===== src/hw/hrjs_pkg.sv =====
package hrjs_pkg;
	localparam int CLK_HZ = 10_000_000;
	localparam int KEYGEN_HOLD_S = 30;
	localparam int KEYGEN_HOLD_CYC = KEYGEN_HOLD_S * CLK_HZ;
	localparam int SHORT_MAX_S = 2;
	localparam int SHORT_MAX_CYC = SHORT_MAX_S * CLK_HZ;
	localparam int JOIN_WAIT_S = 30;
	localparam int JOIN_WAIT_CYC = JOIN_WAIT_S * CLK_HZ;
	localparam int CNT_W = 29;
	localparam int BLINK_W = 23;
	localparam int FIFO_AW = 4;
	localparam int FIFO_DEPTH = 16;
	localparam logic [7:0] OFS_DEFER = 8'h00;
	localparam logic [7:0] OFS_PACKET_OPTIONS = 8'h04;
	localparam logic [7:0] OFS_MASK = 8'h08;
	localparam logic [7:0] OFS_OWN = 8'h0C;
	localparam logic [7:0] OFS_TARGET = 8'h10;
	localparam logic [7:0] OFS_SCHEME = 8'h14;
	localparam logic [7:0] OFS_SECURITY_OPTIONS = 8'h18;
	localparam logic [7:0] OFS_KEY0 = 8'h1C;
	localparam logic [7:0] OFS_KEY3 = 8'h28;
	localparam logic [7:0] OFS_CTRL = 8'h2C;
	localparam logic [7:0] OFS_STATUS = 8'h30;
	localparam logic [7:0] DEFER_ON = 8'h01;
	localparam logic [7:0] RESET_BYTE = 8'h00;
	localparam logic [31:0] MASK_DEFAULT = 32'hFFFFFFFF;
	localparam logic [31:0] MASK_KEYGEN = 32'h000000FF;
	localparam logic [31:0] ADDR_RESET = 32'hFFFFFFFF;
	localparam logic [7:0] SCHEME_EXT_ENC = 8'h27;
	localparam logic [7:0] SCHEME_EXT_PLAIN = 8'h07;
	localparam int PK_RX_PACKET_MODE_BIT = 0;
	localparam int SEC_KEYGEN_ENC = 0;
	localparam int SEC_NO_ADDR = 1;
	localparam int SEC_NO_KEY = 2;
	localparam int SEC_NO_SHARE = 3;
	localparam int CTL_KEY_SET = 0;
	localparam int CTL_KEY_CLR = 1;
	localparam int CTL_JOIN = 2;
	localparam int CTL_CANCEL = 3;
	localparam int CTL_KEYGEN = 4;
	localparam int CTL_ENC_ON = 5;
	localparam int CTL_ENC_OFF = 6;
	localparam int BLINK_PH_HI = 22;
	localparam int BLINK_PH_LO = 20;
	localparam logic [2:0] BLINK_ON_A = 3'h0;
	localparam logic [2:0] BLINK_ON_B = 3'h2;
	// arbitrary neutral values
	localparam logic [127:0] FACTORY_KEY = 128'h0123456789ABCDEF0F1E2D3C4B5A6978;
	localparam logic [127:0] LFSR_SEED = 128'h00000000000000000000000000000001;
	typedef enum logic [1:0] {PB_IDLE, PB_HELD, PB_LONG} hrjs_pb_t;
	typedef enum logic {JN_IDLE, JN_SEARCH} hrjs_join_t;
endpackage : hrjs_pkg


===== src/hw/hrjs_top.sv =====
// Implementation choices: the placing of the registers and the address-and-strobe port.
`timescale 1ns/1ps
module hrjs_top import hrjs_pkg::*; #(
	parameter int HOLD_CYC = KEYGEN_HOLD_CYC,
	parameter int SHORT_CYC = SHORT_MAX_CYC,
	parameter int JOIN_CYC = JOIN_WAIT_CYC
) (
	input wire logic clk,
	input wire logic nrst,
	input wire logic cmd_sel_n,
	input wire logic host_rx_valid,
	input wire logic [7:0] host_rx_data,
	output logic rf_tx_valid_r,
	output logic [7:0] rf_tx_data_r,
	output logic rf_tx_encrypt_r,
	output logic cmd_valid_r,
	output logic [7:0] cmd_data_r,
	input wire logic rf_rx_valid,
	input wire logic [7:0] rf_rx_data,
	input wire logic rf_rx_key_ok,
	output logic uart_out_valid_r,
	output logic [7:0] uart_out_data_r,
	input wire logic uart_out_ready,
	input wire logic [7:0] reg_addr,
	input wire logic [31:0] reg_wdata,
	input wire logic reg_wr,
	input wire logic reg_rd,
	output logic [31:0] reg_rdata_r,
	input wire logic push_button_line,
	output logic status_led_line_r,
	input wire logic rf_noise_bit,
	output logic [127:0] cipher_key_r,
	output logic [127:0] net_key_r,
	output logic join_search_r,
	output logic join_as_admin_r,
	output logic [31:0] join_offer_addr_r,
	input wire logic join_peer_done,
	input wire logic join_rx_valid,
	input wire logic [127:0] join_rx_key,
	input wire logic [31:0] join_rx_mask,
	input wire logic [31:0] join_rx_addr,
	input wire logic [31:0] join_admin_addr,
	output logic nv_save_r
);

	// routing group
	logic rf_tx_valid_nxt, cmd_valid_nxt, uart_out_valid_nxt;
	logic [7:0] uart_out_data_nxt;
	logic [FIFO_AW:0] wp_r, wp_nxt, rp_r, rp_nxt;
	logic [7:0] mem [FIFO_DEPTH];
	logic fifo_full, fifo_empty, release_ok, push, pop;
	// config group
	logic [7:0] defer_r, defer_nxt, packet_options_r, packet_options_nxt, scheme_r, scheme_nxt, security_options_r, security_options_nxt;
	logic [31:0] mask_r, mask_nxt, own_r, own_nxt, target_r, target_nxt, rdata_nxt;
	logic [127:0] key_r, key_nxt, lfsr_r, lfsr_nxt, cipher_key_nxt;
	logic key_valid_r, key_valid_nxt, enc_en_r, enc_en_nxt, is_admin_r, is_admin_nxt;
	logic nv_save_nxt, led_nxt, offer_en_nxt;
	logic [15:0] node_cnt_r, node_cnt_nxt;
	logic [31:0] offer_addr_nxt;
	hrjs_pb_t pb_st_r, pb_st_nxt;
	hrjs_join_t jn_st_r, jn_st_nxt;
	logic [CNT_W-1:0] pb_cnt_r, pb_cnt_nxt, jn_tmr_r, jn_tmr_nxt;
	logic [BLINK_W-1:0] blink_r, blink_nxt;
	logic short_ev, long_ev, keygen_go, join_go, cancel_go, wr_ctrl;
	logic [31:0] new_mask, rnd_addr;

	// a set command-select line is sampled the same cycle as its byte
	always_comb begin
		rf_tx_valid_nxt = host_rx_valid && cmd_sel_n;
		// no timer on the line, so holding it low past the margin changes nothing
		cmd_valid_nxt = host_rx_valid && !cmd_sel_n;
	end

	// radio data lands in the queue unless it is full or fails the key check while encryption is on; only its release depends on the line
	always_comb begin
		fifo_full = (wp_r[FIFO_AW] != rp_r[FIFO_AW]) && (wp_r[FIFO_AW-1:0] == rp_r[FIFO_AW-1:0]);
		fifo_empty = (wp_r == rp_r);
		release_ok = cmd_sel_n || (defer_r != DEFER_ON && !packet_options_r[PK_RX_PACKET_MODE_BIT]);
		push = rf_rx_valid && !fifo_full && !(enc_en_r && !rf_rx_key_ok);
		pop = !fifo_empty && release_ok && (!uart_out_valid_r || uart_out_ready);
		wp_nxt = push ? wp_r + 1'b1 : wp_r;
		rp_nxt = pop ? rp_r + 1'b1 : rp_r;
		uart_out_valid_nxt = pop ? 1'b1 : (uart_out_ready ? 1'b0 : uart_out_valid_r);
		uart_out_data_nxt = pop ? mem[rp_r[FIFO_AW-1:0]] : uart_out_data_r;
	end

	always_ff @(posedge clk) begin
		if (push) begin
			mem[wp_r[FIFO_AW-1:0]] <= rf_rx_data;
		end
	end

	always_ff @(posedge clk or negedge nrst) begin
		if (!nrst) begin
			rf_tx_valid_r <= 1'b0;
			rf_tx_data_r <= RESET_BYTE;
			rf_tx_encrypt_r <= 1'b0;
			cmd_valid_r <= 1'b0;
			cmd_data_r <= RESET_BYTE;
			uart_out_valid_r <= 1'b0;
			uart_out_data_r <= RESET_BYTE;
			wp_r <= '0;
			rp_r <= '0;
		end else begin
			rf_tx_valid_r <= rf_tx_valid_nxt;
			rf_tx_data_r <= host_rx_data;
			// only payload is marked for the cipher; the framer adds clear addresses
			rf_tx_encrypt_r <= rf_tx_valid_nxt && enc_en_r;
			cmd_valid_r <= cmd_valid_nxt;
			cmd_data_r <= host_rx_data;
			uart_out_valid_r <= uart_out_valid_nxt;
			uart_out_data_r <= uart_out_data_nxt;
			wp_r <= wp_nxt;
			rp_r <= rp_nxt;
		end
	end

	// push button, keygen, join and registers
	always_comb begin
		pb_st_nxt = pb_st_r;
		pb_cnt_nxt = pb_cnt_r;
		blink_nxt = '0;
		short_ev = 1'b0;
		long_ev = 1'b0;
		unique case (pb_st_r)
			PB_IDLE: begin
				pb_cnt_nxt = '0;
				if (push_button_line) begin
					pb_st_nxt = PB_HELD;
				end
			end
			PB_HELD: begin
				pb_cnt_nxt = pb_cnt_r + 1'b1;
				if (!push_button_line) begin
					pb_st_nxt = PB_IDLE;
					short_ev = (pb_cnt_r < CNT_W'(SHORT_CYC));
				end else if (pb_cnt_r >= CNT_W'(HOLD_CYC - 1)) begin
					pb_st_nxt = PB_LONG;
				end
			end
			PB_LONG: begin
				blink_nxt = blink_r + 1'b1;
				if (!push_button_line) begin
					pb_st_nxt = PB_IDLE;
					long_ev = 1'b1;
				end
			end
		endcase
		// steady while held, then repeating double blink once the hold is recognised
		led_nxt = (pb_st_nxt == PB_HELD) ||
			(pb_st_nxt == PB_LONG && (blink_r[BLINK_PH_HI:BLINK_PH_LO] == BLINK_ON_A ||
			blink_r[BLINK_PH_HI:BLINK_PH_LO] == BLINK_ON_B));
	end

	always_comb begin
		wr_ctrl = reg_wr && reg_addr == OFS_CTRL;
		lfsr_nxt = {lfsr_r[126:0], lfsr_r[127] ^ lfsr_r[28] ^ lfsr_r[26] ^ lfsr_r[1] ^ rf_noise_bit};
		// keygen always replaces the key, so blocking key change also blocks admin promotion
		keygen_go = (long_ev || (wr_ctrl && reg_wdata[CTL_KEYGEN])) && !security_options_r[SEC_NO_KEY];
		join_go = jn_st_r == JN_IDLE && (short_ev || (wr_ctrl && reg_wdata[CTL_JOIN])) &&
			(is_admin_r ? (key_valid_r && !security_options_r[SEC_NO_SHARE]) : !security_options_r[SEC_NO_KEY]);
		cancel_go = jn_st_r == JN_SEARCH && (short_ev || (wr_ctrl && reg_wdata[CTL_CANCEL]));
		new_mask = (mask_r == MASK_DEFAULT) ? MASK_KEYGEN : mask_r;
		rnd_addr = lfsr_r[95:64] & ~new_mask;
		defer_nxt = defer_r;
		packet_options_nxt = packet_options_r;
		mask_nxt = mask_r;
		own_nxt = own_r;
		target_nxt = target_r;
		scheme_nxt = scheme_r;
		security_options_nxt = security_options_r;
		key_nxt = key_r;
		key_valid_nxt = key_valid_r;
		enc_en_nxt = enc_en_r;
		is_admin_nxt = is_admin_r;
		node_cnt_nxt = node_cnt_r;
		jn_st_nxt = jn_st_r;
		jn_tmr_nxt = '0;
		nv_save_nxt = 1'b0;
		if (reg_wr) begin
			unique case (reg_addr)
				OFS_DEFER: defer_nxt = reg_wdata[7:0];
				OFS_PACKET_OPTIONS: packet_options_nxt = reg_wdata[7:0];
				OFS_MASK: mask_nxt = reg_wdata;
				OFS_OWN: own_nxt = reg_wdata;
				OFS_TARGET: target_nxt = reg_wdata;
				OFS_SCHEME: scheme_nxt = reg_wdata[7:0];
				OFS_SECURITY_OPTIONS: security_options_nxt = reg_wdata[7:0];
				8'h1C: key_nxt[31:0] = reg_wdata;
				8'h20: key_nxt[63:32] = reg_wdata;
				8'h24: key_nxt[95:64] = reg_wdata;
				8'h28: key_nxt[127:96] = reg_wdata;
				default: ;
			endcase
			nv_save_nxt = reg_addr != OFS_CTRL && reg_addr != OFS_STATUS;
		end
		if (wr_ctrl) begin
			if (reg_wdata[CTL_KEY_SET]) begin
				key_valid_nxt = 1'b1;
			end
			if (reg_wdata[CTL_ENC_ON] && key_valid_r) begin
				enc_en_nxt = 1'b1;
			end
			if (reg_wdata[CTL_ENC_OFF]) begin
				enc_en_nxt = 1'b0;
			end
			if (reg_wdata[CTL_KEY_CLR]) begin
				key_nxt = '0;
				key_valid_nxt = 1'b0;
				enc_en_nxt = 1'b0;
				nv_save_nxt = 1'b1;
			end
		end
		if (keygen_go) begin
			key_nxt = lfsr_r ^ {lfsr_r[63:0], lfsr_r[127:64]};
			key_valid_nxt = 1'b1;
			enc_en_nxt = security_options_r[SEC_KEYGEN_ENC];
			is_admin_nxt = 1'b1;
			node_cnt_nxt = '0;
			nv_save_nxt = 1'b1;
			if (mask_r == MASK_DEFAULT) begin
				mask_nxt = MASK_KEYGEN;
				scheme_nxt = security_options_r[SEC_KEYGEN_ENC] ? SCHEME_EXT_ENC : SCHEME_EXT_PLAIN;
			end
			if (!security_options_r[SEC_NO_ADDR]) begin
				own_nxt = rnd_addr;
				target_nxt = rnd_addr | new_mask;
			end
		end
		unique case (jn_st_r)
			JN_IDLE: begin
				if (join_go && !keygen_go) begin
					jn_st_nxt = JN_SEARCH;
				end
			end
			JN_SEARCH: begin
				if (cancel_go || keygen_go || jn_tmr_r >= CNT_W'(JOIN_CYC - 1)) begin
					jn_st_nxt = JN_IDLE;
				end else if (is_admin_r && join_peer_done) begin
					node_cnt_nxt = node_cnt_r + 1'b1;
					jn_st_nxt = JN_IDLE;
				end else if (!is_admin_r && join_rx_valid) begin
					key_nxt = join_rx_key;
					key_valid_nxt = 1'b1;
					enc_en_nxt = 1'b1;
					mask_nxt = join_rx_mask;
					if (!security_options_r[SEC_NO_ADDR]) begin
						own_nxt = join_rx_addr;
					end
					target_nxt = join_admin_addr;
					nv_save_nxt = 1'b1;
					jn_st_nxt = JN_IDLE;
				end else begin
					// counts only while searching, so an exit never leaves an overshoot
					jn_tmr_nxt = jn_tmr_r + 1'b1;
				end
			end
		endcase
		offer_en_nxt = jn_st_nxt == JN_SEARCH;
		offer_addr_nxt = own_r + {16'h0000, node_cnt_nxt} + 32'h00000001;
		// key transfer runs under the factory key, payload under the network key
		cipher_key_nxt = offer_en_nxt ? FACTORY_KEY : key_nxt;
		rdata_nxt = '0;
		if (reg_rd) begin
			unique case (reg_addr)
				OFS_DEFER: rdata_nxt = {24'h000000, defer_r};
				OFS_PACKET_OPTIONS: rdata_nxt = {24'h000000, packet_options_r};
				OFS_MASK: rdata_nxt = mask_r;
				OFS_OWN: rdata_nxt = own_r;
				OFS_TARGET: rdata_nxt = target_r;
				OFS_SCHEME: rdata_nxt = {24'h000000, scheme_r};
				OFS_SECURITY_OPTIONS: rdata_nxt = {24'h000000, security_options_r};
				OFS_STATUS: rdata_nxt = {node_cnt_r, 11'h000, !fifo_empty, jn_st_r == JN_SEARCH,
					is_admin_r, enc_en_r, key_valid_r};
				default: rdata_nxt = '0;
			endcase
		end
	end

	always_ff @(posedge clk or negedge nrst) begin
		if (!nrst) begin
			pb_st_r <= PB_IDLE;
			pb_cnt_r <= '0;
			blink_r <= '0;
			status_led_line_r <= 1'b0;
			lfsr_r <= LFSR_SEED;
			defer_r <= RESET_BYTE;
			packet_options_r <= RESET_BYTE;
			mask_r <= MASK_DEFAULT;
			own_r <= ADDR_RESET;
			target_r <= ADDR_RESET;
			scheme_r <= RESET_BYTE;
			security_options_r <= RESET_BYTE;
			key_r <= '0;
			key_valid_r <= 1'b0;
			enc_en_r <= 1'b0;
			is_admin_r <= 1'b0;
			node_cnt_r <= '0;
			jn_st_r <= JN_IDLE;
			jn_tmr_r <= '0;
			nv_save_r <= 1'b0;
			join_search_r <= 1'b0;
			join_as_admin_r <= 1'b0;
			join_offer_addr_r <= '0;
			cipher_key_r <= '0;
			net_key_r <= '0;
			reg_rdata_r <= '0;
		end else begin
			pb_st_r <= pb_st_nxt;
			pb_cnt_r <= pb_cnt_nxt;
			blink_r <= blink_nxt;
			status_led_line_r <= led_nxt;
			lfsr_r <= lfsr_nxt;
			defer_r <= defer_nxt;
			packet_options_r <= packet_options_nxt;
			mask_r <= mask_nxt;
			own_r <= own_nxt;
			target_r <= target_nxt;
			scheme_r <= scheme_nxt;
			security_options_r <= security_options_nxt;
			key_r <= key_nxt;
			key_valid_r <= key_valid_nxt;
			enc_en_r <= enc_en_nxt;
			is_admin_r <= is_admin_nxt;
			node_cnt_r <= node_cnt_nxt;
			jn_st_r <= jn_st_nxt;
			jn_tmr_r <= jn_tmr_nxt;
			nv_save_r <= nv_save_nxt;
			join_search_r <= offer_en_nxt;
			join_as_admin_r <= is_admin_nxt;
			join_offer_addr_r <= offer_addr_nxt;
			cipher_key_r <= cipher_key_nxt;
			net_key_r <= key_nxt;
			reg_rdata_r <= rdata_nxt;
		end
	end
endmodule : hrjs_top


===== config.mk =====
export PLATFORM = sky130hd
export DESIGN_NAME = hrjs_top
export DESIGN_NICKNAME = d
export VERILOG_FILES = /design/src/hw/hrjs_pkg.sv /design/src/hw/hrjs_top.sv
export SDC_FILE = /design/constraint.sdc
export NUM_CORES = 2
export LEC_CHECK = 0
export BUFFER_PORTS_ARGS = -buffer_cell sky130_fd_sc_hd__clkbuf_2
export CORE_MARGIN = 3
export CORE_UTILIZATION = 56
export DETAILED_ROUTE_END_ITERATION = 8
export PLACE_DENSITY = 0.81
export RECOVER_POWER = 50
export SLEW_MARGIN = 10
export SYNTH_ARGS = -nofsm -noshare
export SYNTH_HDL_FRONTEND = slang
export SYNTH_SLANG_ARGS = --single-unit

===== constraint.sdc =====
create_clock -name clk -period 5 [get_ports clk]
set_input_delay 1 -clock clk [delete_from_list [all_inputs] [get_ports clk]]
set_output_delay 1 -clock clk [all_outputs]
set_load 0.02 [all_outputs]

==> flow_metrics.tcl <==
set metrics [dict create \
    cp_num_cells 17 \
    finClkSkew_ns 0.0454 \
    h-tree-depth 3 \
    cts.clk_slew.worst_paths_ns 0.06 \
    worstPathArrival_ns 5.05 \
    via_per_inst 6.18 \
    timing.setup.tns_ns 0 \
    synth.distinct_cells 71 \
    layout_commonest_cell "clkbuf_2" \
    pwr_density_cell_mw_per_mm2 585 \
    start_util_pct 57.2 \
    rows 93 \
    avgSynthCellArea_sq_um 12.4 \
    area_growth_pct 20.0 \
    ys.flop_type "dfrtp_1" \
    synth_edf_count 128 \
    ys_warn_count 0 \
    holdWs_ns 0.385 \
    cp_top_family "compound AO/OA/AOI/OAI gates" \
    end_kind "flip-flop" \
    drive_gt1_share_pct 32.5 \
    die_h_um 264 \
    drtPass1Iterations 6 \
    antenna_found_initial 20 \
    grt_pass1_wl_mm 187 \
    place_hpwl_mm 93.3 \
    maxCapViolations 4 \
    r2r-end "join_offer_addr_r[28]" \
    place.gp.congestion 0.955 \
    p_leak_nw 21.1 \
    peakVddDrop_v 0.000604 \
    io_buffer_count 644 \
    track_usage_pct 36.1 \
    path_cells "or4_1, nor3_1, a21boi_0, o21bai_1, nor2_1, mux2_2, ha_1, fa_1, nor2b_1, o31a_1, o31a_1, a31oi_1, o21ai_0, o21ai_2, buf_12, nor2_1, xor2_1" \
    post_drt_wl_per_cell_um 27.8 \
    tightest_slew_ns 2.79 \
    place_worst_setup_slack_ns -0.0101 \
    finalCritPeriodShare_pct 89.6 \
    cts.sinks 839 \
    slew_viol_final 238 \
    critPathKind "flip-flop to flip-flop" \
    setup_slack_ns 0.518 \
    reg2reg_depth 17 \
    dieWidth_um 264 \
    ctsResizeCount 0 \
    period_minus_slack_ns 4.48 \
    slew_headroom_pct -85.8 \
    insertion_delay_ns 0.66 \
    vias 28400 \
    rsz0062_at_grt "no" \
    worstPathMaxFanout 9 \
    status "finished with violations" \
    r2r_slack_ns 0.52 \
    hold_viol_final 0 \
    die_area_sq_mm 0.0697 \
    synthArstFlopShare_pct 84.7 \
    violations "max-capacitance violations, max-slew violations" \
    syn_area_sq_mm 0.0373 \
    synth_fp_nets 3337 \
    clk_path_buf_depth 3 \
    cts_setup_buffers 0 \
    grt_max_degree 104 \
    clock-root-buffer "clkbuf_16" \
    worst_path_max_delay_cell "or4_1" \
    cts_tree "built" \
    endpoint "join_offer_addr_r[28]" \
    io_pins 645 \
    drc 0 \
    syn_inst 3015 \
    fillers 4642 \
    ys_ff_latch 839 \
    mostFrequentLayoutCells "clkbuf_2 (637), dfrtp_1 (613), nand2_1 (315), mux2i_1 (198), edfxtp_1 (128)" \
    ant_nets 0 \
    numCtsBuffers 89 \
    cp-start-kind "flip-flop" \
    yosysSeqAreaShare_pct 58.4 \
    hp-class "flip-flop to flip-flop" \
    cp_slowest_stage_delay_ns 0.55 \
    wirelength_mm 128 \
    placeableCoreArea_sq_mm 0.0652 \
    drt_iter0_markers 3130 \
    max_clock_freq_mhz 223 \
    reg2reg_from "jn_tmr_r[20]" \
    cp.required_ns 5.57 \
    grt_overflow 0 \
    cts_hold_buf 0 \
    grt_pass1_vias 28600 \
    critical_path.startpoint "jn_tmr_r[20]" \
    hold_depth 0 \
    crit_buf_inv 1 \
    fin_nets 3975 \
    setup_viol 0 \
]
==> stage by stage <==
step	area, sq um	util [%]	power, mW	instances
2_1_floorplan	37300	-	15.7	3015
3_3_place_gp	41700	64.0	18.9	4417
3_5_place_dp	41700	64.0	19.1	4417
4_1_cts	44800	68.7	26.2	4583
5_1_grt	44700	68.6	27.2	4593
6_report	44700	68.6	26.2	4602
==> state kept, by name, indices dropped and copies added, names as in the netlist, 32 cells and up <==
register and flops:
cipher_key_r 128, join_offer_addr_r 32, key_r 128, lfsr_r 128
mask_r 32, mem 128, own_r 32, reg_rdata_r 32
target_r 32
==> synth_stat cells, types with 13 or more instances <==
library cell | instances | area (sq um)
a21o_1 | 32 | 240
a21oi_1 | 59 | 295
a22oi_1 | 56 | 420
a311oi_1 | 24 | 210
a31oi_1 | 20 | 125
and2_1 | 105 | 657
and3_1 | 32 | 200
buf_1 | 14 | 52.6
buf_2 | 19 | 95.1
buf_4 | 13 | 97.6
buf_6 | 17 | 191
clkbuf_1 | 131 | 492
dfrtp_1 | 614 | 15400
dfstp_2 | 97 | 2550
edfxtp_1 | 128 | 3840
ha_1 | 28 | 350
inv_1 | 30 | 113
mux2_2 | 66 | 743
mux2_4 | 26 | 390
mux2i_1 | 198 | 1980
mux4_2 | 40 | 901
nand2_1 | 319 | 1200
nand2b_1 | 79 | 494
nand3_1 | 100 | 500
nand4_1 | 30 | 188
nor2_1 | 96 | 360
nor3_1 | 21 | 105
nor3b_1 | 33 | 248
o211ai_1 | 16 | 120
o211ai_2 | 88 | 1100
o21a_1 | 100 | 751
o21ai_0 | 102 | 510
o31ai_1 | 33 | 248
xnor2_1 | 61 | 534
xor2_1 | 100 | 876
==> layout make-up <==
class	count	area [sq um]	area share, %
Sequential cell	839	21800	48.6
Multi-Input combinational cell	1952	14600	32.6
Timing Repair Buffer	741	4060	9.08
Clock buffer	123	2540	5.67
Tap cell	855	1070	2.39
Clock inverter	43	582	1.30
Inverter	30	113	0.252
Antenna cell	19	47.5	0.106
==> report_power, final <==
group	switching, mW	leakage [nW]	internal [mW]
Clock	2.89	1.53	4.06
Sequential	1.44	9.81	9.08
Combinational	5.23	9.74	3.48
Total	9.55	21.1	16.6
==> layer usage <==
metal	GRT usage, %	vias up	wire length [um]
li1	-	12100	-
met2	54.9	1632	58200
met1	47.8	14400	48800
met3	11.9	324	14800
met4	15.7	4	6250
met5	0	-	27
==> cells by family after synthesis <==
| kind of cell | share of synthesized area [%] |
|---|---|
| xor gates and xnor gates | 3.78 |
| DFF | 58.4 |
| AOI/OAI and AO/OA | 11.8 |
| and+or+nand+nor | 11.5 |
| muxes | 10.8 |
| buffers and inverters | 2.79 |
| adders and majority gates | 0.994 |
==> worst min-delay path by stage <==
stage,end,from,slack [ns]
6_report,lfsr_r[111],lfsr_r[110],0.38
2_1_floorplan,lfsr_r[100],lfsr_r[99],0.37
3_3_place_gp,lfsr_r[60],lfsr_r[59],0.37
4_1_cts,lfsr_r[111],lfsr_r[110],0.39
5_1_grt,lfsr_r[59],lfsr_r[58],0.39
3_5_place_dp,lfsr_r[5],lfsr_r[4],0.38
(Power assumes the default switching activity.)
